===== src/hw/dac_host_pkg.sv =====
package dac_host_pkg;

  // --------------------------------------------------------------------------
  // Register map of the controller (byte addresses, one word each)
  // --------------------------------------------------------------------------
  localparam logic [3:0]  ctrl_off   = 4'h0;
  localparam logic [3:0]  data_off   = 4'h4;
  localparam logic [3:0]  cmd_off    = 4'h8;
  localparam logic [3:0]  status_off = 4'hc;

  // Field positions of the control register.
  localparam int ctrl_byte_mode_pos = 0;
  localparam int ctrl_sync_pos      = 1;
  localparam int ctrl_power_pos     = 2;

  // Field positions of the data register.
  localparam int data_gain_pos = 12;
  localparam int data_buf_pos  = 13;

  // Field positions of the command register.
  localparam int cmd_write_pos = 0;
  localparam int cmd_load_pos  = 1;
  localparam int cmd_clear_pos = 2;

  // Bus line positions of the settings during the high-byte write.
  localparam int hb_gain_line = 6;
  localparam int hb_buf_line  = 7;

  // --------------------------------------------------------------------------
  // Widths, reset values and timing
  // --------------------------------------------------------------------------
  localparam int dac_bits = 12;
  localparam int bus_bits = 16;
  localparam logic [2:0]  ctrl_reset = 3'h4;
  localparam logic [13:0] data_reset = 14'h0000;

  // Strobe phase width in ns, and cycles at 125 MHz (rounded up).
  localparam int clk_ps        = 8000;
  localparam int strobe_ns     = 40;
  localparam int strobe_cycles = (strobe_ns * 1000 + clk_ps - 1) / clk_ps;
  // Typical exit time from power-down at the low supply, in ns.
  localparam int wake_ns       = 5000;
  localparam int wake_cycles   = (wake_ns * 1000 + clk_ps - 1) / clk_ps;
  localparam int cnt_bits      = 10;

  // --------------------------------------------------------------------------
  // Types
  // --------------------------------------------------------------------------
  typedef struct packed {
    logic                select_n;
    logic                write_n;
    logic                load_dac_n;
    logic                clear_all_n;
    logic                high_byte_select;
    logic                power_down_n;
    logic [bus_bits-1:0] bus;
  } pins_s;

  typedef enum logic [1:0] {op_none, op_low, op_high, op_word} wr_op_e;

endpackage : dac_host_pkg


===== src/hw/phase_timer.sv =====
`timescale 1ns/1ps
module phase_timer
  import dac_host_pkg::*;
(
  input  wire logic                clk,
  input  wire logic                reset,
  input  wire logic                start,
  input  wire logic [cnt_bits-1:0] length,
  output logic                     done
);

  logic [cnt_bits-1:0] cnt_q, cnt_d;
  logic                busy_q, busy_d;

  // Counts one strobe phase; done pulses as the phase ends.
  always_comb begin
    cnt_d  = cnt_q;
    busy_d = busy_q;
    done   = busy_q && (cnt_q == '0);
    if (start) begin
      cnt_d  = length - 1'b1;
      busy_d = 1'b1;
    end else if (busy_q) begin
      if (cnt_q == '0) begin
        busy_d = 1'b0;
      end else begin
        cnt_d = cnt_q - 1'b1;
      end
    end
  end

  always_ff @(posedge clk or posedge reset) begin
    if (reset) begin
      cnt_q  <= '0;
      busy_q <= 1'b0;
    end else begin
      cnt_q  <= cnt_d;
      busy_q <= busy_d;
    end
  end

endmodule : phase_timer


===== src/hw/avalon_slave.sv =====
`timescale 1ns/1ps
module avalon_slave
  import dac_host_pkg::*;
(
  input  wire logic        clk,
  input  wire logic        reset,
  input  wire logic [3:0]  address,
  input  wire logic        read,
  input  wire logic        write,
  input  wire logic [31:0] writedata,
  input  wire logic        stall,
  input  wire logic [31:0] status_word,
  output logic [31:0]      readdata,
  output logic             waitrequest,
  output logic [2:0]       ctrl,
  output logic [13:0]      data,
  output logic [2:0]       cmd_pulse
);

  logic [31:0] readdata_q, readdata_d;
  logic [2:0]  ctrl_q, ctrl_d;
  logic [13:0] data_q, data_d;
  logic [2:0]  cmd_q, cmd_d;
  logic        ack_q, ack_d;
  logic        wait_q, wait_d;
  logic        take;

  // Each access waits one cycle; a command waits while the sequencer is busy.
  always_comb begin
    take       = (read || write) && !ack_q && !(write && address == cmd_off && stall);
    ack_d      = take;
    wait_d     = !take;
    readdata_d = readdata_q;
    ctrl_d     = ctrl_q;
    data_d     = data_q;
    cmd_d      = 3'h0;
    if (take && write) begin
      unique case (address)
        ctrl_off: ctrl_d = writedata[2:0];
        data_off: data_d = writedata[13:0];
        cmd_off:  cmd_d  = writedata[2:0];
        default:  ;
      endcase
    end
    if (take && read) begin
      unique case (address)
        ctrl_off:   readdata_d = {29'h0, ctrl_q};
        data_off:   readdata_d = {18'h0, data_q};
        status_off: readdata_d = status_word;
        default:    readdata_d = 32'h0;
      endcase
    end
  end

  always_ff @(posedge clk or posedge reset) begin
    if (reset) begin
      readdata_q <= 32'h0;
      ctrl_q     <= ctrl_reset;
      data_q     <= data_reset;
      cmd_q      <= 3'h0;
      ack_q      <= 1'b0;
      wait_q     <= 1'b1;
    end else begin
      readdata_q <= readdata_d;
      ctrl_q     <= ctrl_d;
      data_q     <= data_d;
      cmd_q      <= cmd_d;
      ack_q      <= ack_d;
      wait_q     <= wait_d;
    end
  end

  // Waitrequest has its own flop so the bus never sees an inverter output.
  assign readdata    = readdata_q;
  assign waitrequest = wait_q;
  assign ctrl        = ctrl_q;
  assign data        = data_q;
  assign cmd_pulse   = cmd_q;

endmodule : avalon_slave


===== src/hw/dac_host.sv =====
// What this block does
// - Host holds select_n low and pulses write_n; data latched on rising edge.
// - high_byte_select 0 writes the low byte, 1 writes the high byte.
// - Word mode places buffer and gain on bus bits 13 and 12.
// - Byte mode writes low byte, then high byte with settings, then load if the command asks for it.
//
// Decided for this implementation: the register offsets and the Avalon-MM register port.
`timescale 1ns/1ps
module dac_host
  import dac_host_pkg::*;
(
  input  wire logic        clk,
  input  wire logic        reset,
  input  wire logic [3:0]  address,
  input  wire logic        read,
  input  wire logic        write,
  input  wire logic [31:0] writedata,
  output logic [31:0]      readdata,
  output logic             waitrequest,
  output pins_s            pins
);

  // --------------------------------------------------------------------------
  // Register slave
  // --------------------------------------------------------------------------
  logic [2:0]  ctrl;
  logic [13:0] data;
  logic [2:0]  cmd;
  logic        busy;
  logic        pending_q, pending_d;
  logic        waking_q, waking_d;
  logic [31:0] status_word;

  assign status_word = {29'h0, waking_q, pending_q, busy};

  avalon_slave u_slave (
    .clk         (clk),
    .reset       (reset),
    .address     (address),
    .read        (read),
    .write       (write),
    .writedata   (writedata),
    .stall       (busy),
    .status_word (status_word),
    .readdata    (readdata),
    .waitrequest (waitrequest),
    .ctrl        (ctrl),
    .data        (data),
    .cmd_pulse   (cmd)
  );

  // --------------------------------------------------------------------------
  // Strobe sequencer
  // --------------------------------------------------------------------------
  typedef enum logic [2:0] {st_idle, st_setup, st_strobe, st_hold, st_load, st_gap} state_e;

  state_e              state_q, state_d;
  wr_op_e              op_q, op_d;
  logic                do_load_q, do_load_d;
  pins_s               pins_q, pins_d;
  logic                t_start;
  logic [cnt_bits-1:0] t_len;
  logic                t_done;
  logic                w_start;
  logic                w_done;
  logic                byte_mode;
  logic                sync_mode;

  assign byte_mode = ctrl[ctrl_byte_mode_pos];
  assign sync_mode = ctrl[ctrl_sync_pos];
  assign busy      = (state_q != st_idle) || cmd[cmd_write_pos] || cmd[cmd_load_pos];

  phase_timer u_strobe_timer (
    .clk    (clk),
    .reset  (reset),
    .start  (t_start),
    .length (t_len),
    .done   (t_done)
  );

  // Wake timer; cnt_bits must cover wake_cycles, so widen both together.
  phase_timer u_wake_timer (
    .clk    (clk),
    .reset  (reset),
    .start  (w_start),
    .length (cnt_bits'(wake_cycles)),
    .done   (w_done)
  );

  // Drives the bus for one write: high byte carries settings on lines 6 and 7.
  function automatic logic [bus_bits-1:0] bus_word(input wr_op_e op, input logic [13:0] d);
    logic [bus_bits-1:0] w;
    w = '0;
    unique case (op)
      op_low:  w[7:0] = d[7:0];
      op_high: begin
        w[3:0]         = d[11:8];
        w[hb_gain_line] = d[data_gain_pos];
        w[hb_buf_line]  = d[data_buf_pos];
      end
      op_word: w = {2'b00, d};
      default: w = '0;
    endcase
    return w;
  endfunction

  // Sequencer next state; one write phase is setup, strobe low, hold.
  always_comb begin
    state_d   = state_q;
    op_d      = op_q;
    do_load_d = do_load_q;
    pins_d    = pins_q;
    pending_d = pending_q;
    waking_d  = waking_q;
    t_start   = 1'b0;
    t_len     = cnt_bits'(strobe_cycles);
    w_start   = 1'b0;
    pins_d.power_down_n = ctrl[ctrl_power_pos];
    if (ctrl[ctrl_power_pos] && !pins_q.power_down_n) begin
      w_start  = 1'b1;
      waking_d = 1'b1;
    end else if (w_done) begin
      waking_d = 1'b0;
    end
    pins_d.clear_all_n = !cmd[cmd_clear_pos];
    if (cmd[cmd_clear_pos]) begin
      pending_d = 1'b0;
    end
    unique case (state_q)
      st_idle: begin
        pins_d.load_dac_n = !sync_mode;
        if (cmd[cmd_write_pos]) begin
          op_d      = byte_mode ? op_low : op_word;
          do_load_d = cmd[cmd_load_pos];
          state_d   = st_setup;
          t_start   = 1'b1;
        end else if (cmd[cmd_load_pos]) begin
          state_d = st_load;
          t_start = 1'b1;
        end
      end
      st_setup: begin
        pins_d.select_n         = 1'b0;
        pins_d.high_byte_select = (op_q == op_high);
        pins_d.bus              = bus_word(op_q, data);
        if (t_done) begin
          pins_d.write_n = 1'b0;
          state_d        = st_strobe;
          t_start        = 1'b1;
        end
      end
      st_strobe: begin
        if (t_done) begin
          pins_d.write_n = 1'b1;
          state_d        = st_hold;
          t_start        = 1'b1;
        end
      end
      st_hold: begin
        if (t_done) begin
          pins_d.select_n = 1'b1;
          pending_d = !sync_mode;
          if (op_q == op_low) begin
            op_d    = op_high;
            state_d = st_setup;
            t_start = 1'b1;
          end else if (do_load_q && !sync_mode) begin
            state_d = st_load;
            t_start = 1'b1;
          end else begin
            state_d = st_gap;
            t_start = 1'b1;
          end
        end
      end
      st_load: begin
        pins_d.load_dac_n = 1'b0;
        if (t_done) begin
          pins_d.load_dac_n = !sync_mode;
          pending_d         = 1'b0;
          state_d           = st_gap;
          t_start           = 1'b1;
        end
      end
      st_gap: begin
        if (t_done) begin
          state_d = st_idle;
        end
      end
      default: state_d = st_idle;
    endcase
  end

  always_ff @(posedge clk or posedge reset) begin
    if (reset) begin
      state_q   <= st_idle;
      op_q      <= op_none;
      do_load_q <= 1'b0;
      pending_q <= 1'b0;
      waking_q  <= 1'b0;
      pins_q    <= '{select_n: 1'b1, write_n: 1'b1, load_dac_n: 1'b1, clear_all_n: 1'b1,
                     high_byte_select: 1'b0, power_down_n: 1'b1, bus: '0};
    end else begin
      state_q   <= state_d;
      op_q      <= op_d;
      do_load_q <= do_load_d;
      pending_q <= pending_d;
      waking_q  <= waking_d;
      pins_q    <= pins_d;
    end
  end

  assign pins = pins_q;

  // --------------------------------------------------------------------------
  // Checks
  // --------------------------------------------------------------------------
  // select covers strobe
  a_write_needs_select: assert property (@(posedge clk) disable iff (reset)
    !pins_q.write_n |-> !pins_q.select_n) else $error("write strobe without select");
  a_load_not_writing: assert property (@(posedge clk) disable iff (reset)
    (!pins_q.write_n && !sync_mode) |-> pins_q.load_dac_n) else $error("load during write");
  a_strobe_width: assert property (@(posedge clk) disable iff (reset)
    $fell(pins_q.write_n) |-> !pins_q.write_n [*5]) else $error("write strobe too short");
  a_high_line_zero: assert property (@(posedge clk) disable iff (reset)
    (!pins_q.select_n && pins_q.high_byte_select) |-> pins_q.bus[5:4] == 2'b00)
    else $error("high byte unused lines driven");
  a_byte_order: assert property (@(posedge clk) disable iff (reset)
    ($rose(pins_q.high_byte_select)) |-> $past(pins_q.write_n) && op_q == op_high)
    else $error("high byte out of order");
  a_power_follow: assert property (@(posedge clk) disable iff (reset)
    ##1 pins_q.power_down_n == $past(ctrl[ctrl_power_pos])) else $error("power pin lag");
  a_wake_flag: assert property (@(posedge clk) disable iff (reset)
    $rose(pins_q.power_down_n) |-> waking_q) else $error("wake not tracked");
  a_clear_pending: assert property (@(posedge clk) disable iff (reset)
    !pins_q.clear_all_n |-> !pending_q) else $error("pending after clear");
  a_select_leads: assert property (@(posedge clk) disable iff (reset)
    $fell(pins_q.write_n) |-> !$past(pins_q.select_n))
    else $error("write strobe without select setup");
  a_bus_steady: assert property (@(posedge clk) disable iff (reset)
    !pins_q.write_n |-> $stable(pins_q.bus) && $stable(pins_q.high_byte_select))
    else $error("bus moved during write strobe");
  a_clear_pulse: assert property (@(posedge clk) disable iff (reset)
    !pins_q.clear_all_n |=> pins_q.clear_all_n)
    else $error("clear held too long");
  // deferred load width; low from the cycle after entering the load state.
  a_load_width: assert property (@(posedge clk) disable iff (reset)
    ($fell(pins_q.load_dac_n) && state_q == st_load) |-> !pins_q.load_dac_n [*4])
    else $error("load strobe too short");
  a_sync_load_low: assert property (@(posedge clk) disable iff (reset)
    (sync_mode && $past(sync_mode) && !pins_q.write_n) |-> !pins_q.load_dac_n)
    else $error("load high during sync write");
  a_pending_set: assert property (@(posedge clk) disable iff (reset)
    $rose(pins_q.select_n) |-> pending_q == !$past(sync_mode))
    else $error("pending not set by write");
  a_load_clears: assert property (@(posedge clk) disable iff (reset)
    ($rose(pins_q.load_dac_n) && state_q == st_gap) |-> !pending_q)
    else $error("pending left after load");

endmodule : dac_host


===== config.mk =====
export PLATFORM = sky130hd
export DESIGN_NAME = dac_host
export DESIGN_NICKNAME = d
export VERILOG_FILES = /design/src/hw/dac_host_pkg.sv /design/src/hw/phase_timer.sv /design/src/hw/avalon_slave.sv /design/src/hw/dac_host.sv
export SDC_FILE = /design/constraint.sdc
export NUM_CORES = 1
export LEC_CHECK = 0
export BUFFER_PORTS_ARGS = -buffer_cell sky130_fd_sc_hd__buf_2
export CAP_MARGIN = 10
export CELL_PAD_IN_SITES_DETAIL_PLACEMENT = 1
export CELL_PAD_IN_SITES_GLOBAL_PLACEMENT = 1
export CORE_UTILIZATION = 35
export CTS_CLUSTER_DIAMETER = 80
export CTS_CLUSTER_SIZE = 40
export DETAILED_ROUTE_END_ITERATION = 8
export PLACE_DENSITY_LB_ADDON = 0.3
export SLEW_MARGIN = 20
export SYNTH_ARGS = -nofsm -noshare
export SYNTH_HDL_FRONTEND = slang
export SYNTH_SLANG_ARGS = --single-unit

===== constraint.sdc =====
create_clock -name clk -period 2.1 [get_ports clk]
set_input_delay 0.105 -clock clk [delete_from_list [all_inputs] [get_ports clk]]
set_output_delay 0.105 -clock clk [all_outputs]
set_load 0.02 [all_outputs]

==> results of run 1 <==
## cell type report
class	instances	area share (%)
flip-flops and latches	86	42.38
repair buffers	79	9.571
inverters	19	1.472
clock inverters	6	2.307
clock buffers	10	4.491
well taps	143	3.509
multi-input cells	281	36.27
## flip-flops by register name (all words and copies together) (netlist names), 2 cells and up
register,count
pins,20
u_slave.ctrl,3
u_strobe_timer.cnt_q,10
u_slave.data,14
u_slave.readdata,14
op_q,2
u_wake_timer.cnt_q,10
u_slave.cmd_pulse,3
state_q,3
## placed cells by master, fill, tap and decap left out, types with 5 or more instances in the layout
| cell type | n |
|---|---|
| dfrtp_1 | 79 |
| nand2_1 | 56 |
| buf_2 | 56 |
| nor2_1 | 28 |
| o21ai_0 | 20 |
| conb_1 | 20 |
| inv_1 | 18 |
| mux2i_1 | 17 |
| a21oi_1 | 13 |
| buf_4 | 13 |
| mux2_1 | 11 |
| mux2_2 | 10 |
| clkbuf_16 | 9 |
| dlygate4sd3_1 | 9 |
| nand3_1 | 8 |
| dfstp_2 | 7 |
| nor3_1 | 6 |
| xnor2_1 | 5 |
## cells in the mapped netlist (8+ instances only)
| library cell | count |
|---|---|
| mux2i_1 | 17 |
| dfrtp_1 | 79 |
| nand2_1 | 56 |
| clkbuf_1 | 11 |
| inv_1 | 19 |
| buf_4 | 20 |
| nand3_1 | 8 |
| a21oi_1 | 13 |
| nor2_1 | 28 |
| mux2_2 | 10 |
| o21ai_0 | 20 |
| mux2_1 | 11 |
## stage by stage
stage,power (W),cells,hold WS [ns],util (%),setup slack (ns)
6_report,0.005909,624,0.01385,43.90,0.1045
5_1_grt,0.006296,624,0.008681,43.90,0.006291
4_1_cts,0.005986,624,0.004978,43.88,0.08195
3_5_place_dp,0.004087,599,0.07564,40.12,0.1075
3_3_place_gp,0.004000,599,0.07099,40.12,0.1804
2_1_floorplan,0.003543,424,0.2336,-,0.2179
## final timing paths
path	slack [ns]	cells past startpoint	end
setup / recovery	0.10	6	u_strobe_timer.cnt_q[1]
min in group asynchronous	0.27	3	u_wake_timer.cnt_q[4]
hold reg to reg	0.38	1	pins[18]
setup reg to reg	0.10	6	u_strobe_timer.cnt_q[1]
max in group asynchronous	1.20	4	u_slave.waitrequest
hold / removal	0.01	2	u_slave.data[0]
## routing by layer
layer	share of wire [%]	vias to the layer above	GRT usage, %
met3	3.7	10	4.644
met2	48	69	28.74
li1	-	1506	-
met1	47	1590	23.88
met5	0	-	0
met4	1.3	0	4.978
## repair_timing
item | in CTS | in global routing
hold buffers | 9 | 0
hold endpoints to repair | 16 | 0
gates resized for setup | 0 | 1
buffers inserted | 0 | 0
setup endpoints to repair | 0 | 1
## cell families (layout without fill, tap and decap cells)
family | after synthesis | in the layout | synth area share (%)
other cells | 1 | 20 | 0.08846
compound gates | 67 | 67 | 11.16
fa+ha+maj | 4 | 4 | 1.181
xor+xnor | 7 | 7 | 1.446
simple gates | 145 | 145 | 18.27
buf+inv | 57 | 114 | 7.290
flops | 86 | 86 | 50.97
mux | 38 | 38 | 9.593
## worst max-delay path: cells and delay by family (launching register included)
| kind | cells | cell delay (ns) |
|---|---|---|
| AND/OR/NAND/NOR | 2 | 0.57 |
| adder cells (fa/ha/maj) | 1 | 0.21 |
| buffers and inverters | 1 | 0.13 |
| multiplexers | 1 | 0.36 |
| AO/OA/AOI/OAI | 1 | 0.26 |
| flip-flops | 1 | 0.41 |
## where the power goes
group          leakage (nW)  total (W)  internal (W)  switching, W
combinational          1.10    0.00169      0.000722      0.000973
sequential             1.10    0.00238       0.00200      0.000373
clock                 0.165    0.00184       0.00117      0.000665
total                  2.36    0.00591       0.00390       0.00201
==> flow_summary_export.csv, run 1 <==
group,metric,value,unit
outcome,status,"finished with violations",
outcome,violations,"design-rule violations",
global_routing,antenna_found_initial,0,
logic_synthesis,ys_warn_count,0,
logic_synthesis,syn_inst,405,
timing,slew_violations,0,
logic_synthesis,synthFlopType,"dfrtp_1",
final_layout,antennaDiodeCount,0,
final_layout,fillers,1319,
worst_setup_path,critPathLaunchType,"register",
logic_synthesis,async_reset_ff_share,100.0,%
route,vias_per_cell,5.088,
route,drt_iter0_markers,137,
final_layout,multiInputGateArea,1849,µm²
logic_synthesis,synth_cell_type_count,64,
route,drt-total-wl,10220,µm
route,post-route-drc-count,6,
placed_design,gp_congestion,0.7837,
placed_design,dpl-instance-area,4659,µm²
worst_setup_path,cpMaxStageDelayCell,"or3b_2",
logic_synthesis,ys_ff_latch,86,
worst_setup_path,r2r-start,"u_strobe_timer.cnt_q[0]",
clock_tree,clk_pin_slew_worst_paths,0.06,ns
timing,min_period,1.996,ns
timing,clock.fmax,0.5011,GHz
final_layout,drive_above_1_share,25.36,%
route,firstDrtPassIters,7,
worst_setup_path,slowest_delay,0.49,ns
clock_tree,numCtsBuffers,9,
logic_synthesis,synthTopCellsByArea,"dfrtp_1 (47%), nand2_1 (5.0%), dfstp_2 (4.3%), mux2i_1 (4.0%), buf_4 (3.5%)",
floorplanning,num_rows,39,
timing,hold_viol,0,
logic_synthesis,synth_area,4239,µm²
final_layout,areaGrowthSynthToFinish,20.28,%
clock_tree,htreeDepth,3,
global_routing,grt_pass1_wl,17570,µm
clock_tree,clk_latency,0.34,ns
clock_tree,cts_tree,"done",
logic_synthesis,yosysTopAreaCellShare,46.64,%
pwr,p_leak,2.361,nW
timing,worst_slew_pin_slew,0.6817,ns
final_layout,seq_area,2161,µm²
timing,fin_crit_sh,95.02,%
logic_synthesis,syn_avg_cell_area,10.47,µm²
clock_tree,cts-root-buf,"clkbuf_16",
timing,fin_setup_tns,0,ns
global_routing,grt_pass1_vias,3377,
floorplanning,dieArea,12560,µm²
final_layout,final_area,5099,µm²
worst_setup_path,worstPathArrival,2.27,ns
hold_path,hp-start,"writedata[0]",
worst_setup_path,cp-end-kind,"register",
job,maxCapViolations,0,
timing,fin_worst_skew,0.007472,ns
worst_setup_path,worstPathRequired,2.37,ns
placed_design,dpl.hpwl,7323,µm
floorplanning,core_area,11610,µm²
final_layout,fin_nets,520,
route,vias,3175,
logic_synthesis,synth_edf_count,0,
global_routing,overflow,0,
floorplanning,start_util,36.50,%
pwr,powerDensity,1159,nW/µm²
worst_setup_path,cp-startpoint,"u_strobe_timer.cnt_q[0]",
floorplanning,pin_count,95,
global_routing,grt_max_degree,63,
worst_setup_path,crit_path_cell_trace,"inv_1 > ha_2 > or3b_2 > o41ai_4 > mux2_1 > nor2_1",
route,detail-route-antenna-nets,0,
floorplanning,fp.dieH,112.1,µm
clock_tree,cts_buffer_depth,2,
logic_synthesis,synth_top_area_cell,"dfrtp_1",
worst_setup_path,critPathKind,"reg -> reg",
route,wl_per_cell,16.38,µm
timing,setup_viol,0,
logic_synthesis,yosysSeqAreaShare,50.97,%
timing,slew_headroom,54.13,%
clock_tree,cts.sinks,86,
placed_design,io_buffers,56,
timing,grt_setup_unrepaired,"no",
hold_path,hold_path_class,"in -> reg",
pwr,ir_drop,637.6,µV
floorplanning,die_w,112.1,µm
worst_setup_path,cp_max_fo,3,
global_routing,grt.total_usage,17.86,%
(Power assumes the default switching activity.)
==> run 2: changes to the inputs <==
==> constraint.sdc (replaced) <==
create_clock -name clk -period 2.1 [get_ports clk]
set_input_delay 0.315 -clock clk [delete_from_list [all_inputs] [get_ports clk]]
set_output_delay 0.315 -clock clk [all_outputs]
set_load 0.02 [all_outputs]
==> flow_summary_export.csv, run 2 (synthesis gave the netlist of run 1 again) <==
group,metric,value,unit
outcome,status,"finished with violations",
outcome,violations,"design-rule violations",
placed_design,gp_congestion,0.8473,
hold_path,hold_path_end,"u_slave.data[7]",
timing,worst_slew_pin_slew,0.7183,ns
worst_setup_path,critPathKind,"reg -> reg",
clock_tree,cts-root-buf,"clkbuf_16",
timing,fin_setup_tns,0,ns
global_routing,overflow,0,
worst_setup_path,r2r_end,"u_strobe_timer.cnt_q[1]",
pwr,powerDensity,1122,nW/µm²
global_routing,antenna_found_initial,0,
final_layout,final_cell_mix,"dfrtp_1 (79), nand2_1 (56), buf_2 (56), nor2_1 (28)",
floorplanning,fp.dieH,112.1,µm
timing,slew_violations,0,
placed_design,dp.cells,602,
clock_tree,cts_buffer_depth,2,
clock_tree,clk_latency,0.35,ns
hold_path,hold_path_class,"in -> reg",
placed_design,dpl.hpwl,7415,µm
clock_tree,cts.sinks,86,
floorplanning,dieArea,12560,µm²
clock_tree,cts_tree,"done",
timing,fin_worst_skew,0.009595,ns
floorplanning,pin_count,95,
floorplanning,core_area,11610,µm²
route,detail-route-antenna-nets,0,
route,wl_met2,4665,µm
job,maxCapViolations,0,
final_layout,fin_nets,515,
final_layout,drive_above_1_share,26.47,%
worst_setup_path,cp-end-kind,"register",
timing,grt_setup_unrepaired,"no",
worst_setup_path,ff2ff_setup_slack,0.12,ns
worst_setup_path,worstPathRequired,2.38,ns
floorplanning,start_util,36.50,%
route,drt-total-wl,9836,µm
hold_path,worstHoldPathCells,2,
timing,hold_viol,0,
worst_setup_path,worstPathArrival,2.26,ns
pwr,ir_drop,675.9,µV
worst_setup_path,reg2reg_depth,6,
worst_setup_path,cp_max_fo,3,
worst_setup_path,path_delay_family,"simple AND/OR/NAND/NOR gates",
placed_design,io_buffers,56,
final_layout,areaGrowthSynthToFinish,17.95,%
floorplanning,num_rows,39,
worst_setup_path,path_buf_inv,1,
pwr,total_power,0.005608,W
worst_setup_path,slowest_delay,0.49,ns
route,vias_per_cell,5.021,
global_routing,grt_max_degree,28,
route,dr.max_layer_used,"met4",
worst_setup_path,cpMaxStageDelayCell,"or3b_2",
pwr,p_leak,2.323,nW
route,wl_met1,4728,µm
route,vias,3108,
final_layout,final_common_cell,"dfrtp_1",
route,firstDrtPassIters,6,
timing,fin_crit_sh,94.46,%
clock_tree,numCtsBuffers,9,
timing,slew_headroom,51.67,%
final_layout,fin_cells,619,
hold_path,hp-start,"writedata[7]",
clock_tree,clk_pin_slew_worst_paths,0.07,ns
final_layout,antennaDiodeCount,0,
route,met3_length,347,µm
clock_tree,htreeDepth,3,
global_routing,grt_pass1_wl,16640,µm
timing,clock.fmax,0.5041,GHz
final_layout,final_util,43.05,%
global_routing,grt.total_usage,17.13,%
route,wl_per_cell,15.89,µm
worst_setup_path,critPathLaunchType,"register",
final_layout,largest_register_ffs,20,
global_routing,grt_pass1_vias,3209,
floorplanning,die_w,112.1,µm
route,drt_iter0_markers,128,
worst_setup_path,r2r-start,"u_strobe_timer.cnt_q[0]",
route,post-route-drc-count,6,
timing,setup_viol,0,
worst_setup_path,crit_path_cell_trace,"inv_1 > ha_2 > or3b_2 > o41ai_4 > mux2_1 > nor2_1",
final_layout,fillers,1320,
timing,min_period,1.984,ns
-- run 2: cell count changes in the layout (fill, tap and decap cells not counted) --
cell / change
dlygate4sd3_1: -8
bufinv_16: -3
buf_4: +2
inv_6: +2
buf_12: +1
clkbuf_1: -1
clkbuf_8: +1
clkinv_4: +1
-- run 2: what timing repair did --
| action | in CTS | in global routing |
|---|---|---|
| setup buffers | 0 | 0 |
| hold buffers | 1 | 0 |
| gates resized for setup | 0 | 1 |
| setup endpoints to repair | 0 | 1 |
| hold endpoints to repair | 11 | 0 |
-- run 2: worst max-delay path by stage --
stage / from / endpoint / slack [ns] / cells past startpoint
after floorplan: u_strobe_timer.cnt_q[0] / u_strobe_timer.cnt_q[1] / 0.22 / 6
after global placement: u_strobe_timer.cnt_q[0] / u_strobe_timer.cnt_q[1] / 0.17 / 6
after detailed placement: u_strobe_timer.cnt_q[0] / u_strobe_timer.cnt_q[1] / 0.12 / 6
after CTS: u_strobe_timer.cnt_q[0] / u_strobe_timer.cnt_q[1] / 0.11 / 6
after global routing: u_strobe_timer.cnt_q[0] / u_strobe_timer.cnt_q[1] / 0.01 / 6
final: u_strobe_timer.cnt_q[0] / u_strobe_timer.cnt_q[1] / 0.12 / 6
-- run 2: cell type report --
cell class	instances	area, µm²	share of cell area (%)
flip-flops and latches	86	2161	43.22
repair buffers	74	442.9	8.859
inverters	19	75.07	1.502
clock buffers	10	239.0	4.780
well taps	143	178.9	3.579
multi-input cells	281	1849	36.99
clock inverters	6	53.80	1.076
-- run 2: through the flow --
| stage | setup WS (ns) | area (µm²) | hold WS (ns) |
|---|---|---|---|
| final | 0.1162 | 5000 | 0.1727 |
| after global routing | 0.009569 | 5000 | 0.1569 |
| after CTS | 0.1065 | 4997 | 0.1606 |
| after detailed placement | 0.1220 | 4695 | 0.3715 |
| after global placement | 0.1696 | 4695 | 0.3736 |
| after floorplan | 0.2179 | 4314 | 0.3480 |
-- run 2: layer usage --
layer	up-vias	track usage [%]
li1	1495	-
met1	1562	23.26
met2	45	27.04
met3	6	4.914
met4	0	4.267
met5	-	0
-- run 2: power by group --
group          total [W]  leakage, nW  internal (W)  switching, W
clock network    0.00157        0.142      0.000855      0.000719
registers        0.00237         1.10       0.00200      0.000368
logic            0.00166         1.09      0.000706      0.000957
==> run 3: changes to the inputs <==
Settings changed: CORE_ASPECT_RATIO set to 1.75, CORE_MARGIN set to 2, CORE_UTILIZATION 35 to 38.
==> flow_summary_export.csv, run 3 (synthesis gave the netlist of run 1 again) <==
group,metric,value,unit
worst_setup_path,cp_max_fo,3,
placed_design,gp_congestion,0.7920,
final_layout,areaGrowthSynthToFinish,17.92,%
route,vias_per_cell,5.162,
timing,min_period,1.944,ns
clock_tree,cts-root-buf,"clkbuf_16",
pwr,powerDensity,1163,nW/µm²
route,firstDrtPassIters,4,
floorplanning,pin_count,95,
floorplanning,fp.dieH,143.7,µm
clock_tree,cts.sinks,86,
timing,fin_worst_skew,0.01057,ns
final_layout,final_common_cell,"dfrtp_1",
final_layout,final_cell_mix,"dfrtp_1 (79), nand2_1 (56), buf_2 (56), nor2_1 (28)",
global_routing,grt_pass1_vias,3423,
floorplanning,num_rows,51,
floorplanning,dieArea,12050,µm²
floorplanning,die_w,83.84,µm
floorplanning,core_area,10980,µm²
timing,grt_setup_unrepaired,"no",
route,detail-route-antenna-nets,0,
hold_path,hold_path_class,"in -> async",
placed_design,dpl.hpwl,7850,µm
global_routing,grt_max_degree,87,
worst_setup_path,reg2reg_depth,6,
clock_tree,clk_latency,0.35,ns
worst_setup_path,r2r_end,"u_strobe_timer.cnt_q[1]",
timing,fin_setup_tns,0,ns
route,post-route-drc-count,0,
clock_tree,cts_tree,"done",
final_layout,final_area,4999,µm²
worst_setup_path,worstPathArrival,2.22,ns
timing,slew_violations,0,
route,drt-total-wl,10480,µm
global_routing,antenna_found_initial,0,
timing,slew_headroom,53.37,%
final_layout,drive_above_1_share,26.37,%
final_layout,antennaDiodeCount,0,
route,vias,3128,
worst_setup_path,critPathLaunchType,"register",
timing,hold_viol,0,
global_routing,grt.total_usage,18.39,%
floorplanning,start_util,38.62,%
final_layout,largest_register_ffs,20,
pwr,ir_drop,610.4,µV
route,drt_iter0_markers,91,
clock_tree,cts_buffer_depth,2,
timing,fin_crit_sh,92.59,%
placed_design,io_buffers,56,
placed_design,dpl-instance-area,4673,µm²
pwr,p_leak,2.330,nW
route,wl_per_cell,17.30,µm
worst_setup_path,ff2ff_setup_slack,0.16,ns
worst_setup_path,cp-end-kind,"register",
global_routing,grt_pass1_wl,17270,µm
job,maxCapViolations,0,
timing,setup_viol,0,
worst_setup_path,critPathKind,"reg -> reg",
timing,clock.fmax,0.5143,GHz
clock_tree,post_cts_buffers,0,
final_layout,fin_nets,513,
worst_setup_path,r2r-start,"u_strobe_timer.cnt_q[1]",
final_layout,fillers,1231,
timing,worst_slew_pin_slew,0.6930,ns
global_routing,overflow,0,
outcome,status,"completed",
clock_tree,numCtsBuffers,9,
clock_tree,clk_pin_slew_worst_paths,0.06,ns
worst_setup_path,worstPathRequired,2.37,ns
clock_tree,htreeDepth,3,
[run 3: final cells by class]
cell class	instances	area [µm²]	share of cell area, %
Inverter	19	75.07	1.502
Timing Repair Buffer	72	425.4	8.511
Clock inverter	7	97.59	1.952
Sequential cell	86	2161	43.23
Multi-Input combinational cell	281	1849	37.00
Clock buffer	9	225.2	4.506
Tap cell	132	165.2	3.304
[run 3: layer usage]
layer  vias up  part of all wire (%)  routed length (µm)  track usage, %
li1       1484                     -                   -               -
met1      1579                    36                3808           18.50
met2        47                    58                6111           36.21
met3        18                   2.7                 287           3.619
met4         0                   2.7                 278           7.640
met5         -                     0                   0               0
[run 3: worst max path at each step]
stage	cells after the start	slack, ns	startpoint	end
global placement	6	0.18	u_strobe_timer.cnt_q[0]	u_strobe_timer.cnt_q[1]
CTS	6	0.08	u_strobe_timer.cnt_q[0]	u_strobe_timer.cnt_q[1]
finish	6	0.16	u_strobe_timer.cnt_q[1]	u_strobe_timer.cnt_q[1]
floorplan	6	0.22	u_strobe_timer.cnt_q[0]	u_strobe_timer.cnt_q[1]
detailed placement	6	0.09	address[2]	u_slave.readdata[3]
global route	6	0.01	u_strobe_timer.cnt_q[1]	u_strobe_timer.cnt_q[1]
[run 3: report_power, final]
group | internal, W | leakage [nW] | switching, W
logic | 0.000729 | 1.08 | 0.00101
registers | 0.00200 | 1.10 | 0.000351
clock network | 0.00105 | 0.152 | 0.000674
total | 0.00378 | 2.33 | 0.00203
[run 3: per-stage QoR]
stage | hold WS [ns] | std cells | utilization [%] | power [W] | setup slack (ns)
6_report | 0.07289 | 606 | 45.54 | 0.005812 | 0.1556
5_1_grt | 0.1305 | 606 | 45.54 | 0.006175 | 0.01124
4_1_cts | 0.1117 | 606 | 45.52 | 0.005885 | 0.07906
3_5_place_dp | 0.3865 | 590 | 42.58 | 0.004132 | 0.09246
3_3_place_gp | 0.3810 | 590 | 42.58 | 0.004032 | 0.1756
2_1_floorplan | 0.3480 | 424 | - | 0.003543 | 0.2179
[run 3: critical path, cell delays in order, from the launching register on]
cell	delay, ns
dfrtp_1	0.39
inv_1	0.11
ha_1	0.19
or3b_4	0.41
o41ai_4	0.33
mux2_1	0.36
nor2_1	0.09
[run 3: repair_timing]
item / in CTS / in global routing
endpoints found under the setup margin: 0 / 1
hold buffers: 0 / 0
gates resized for setup: 0 / 2
endpoints found under the hold margin: 0 / 0
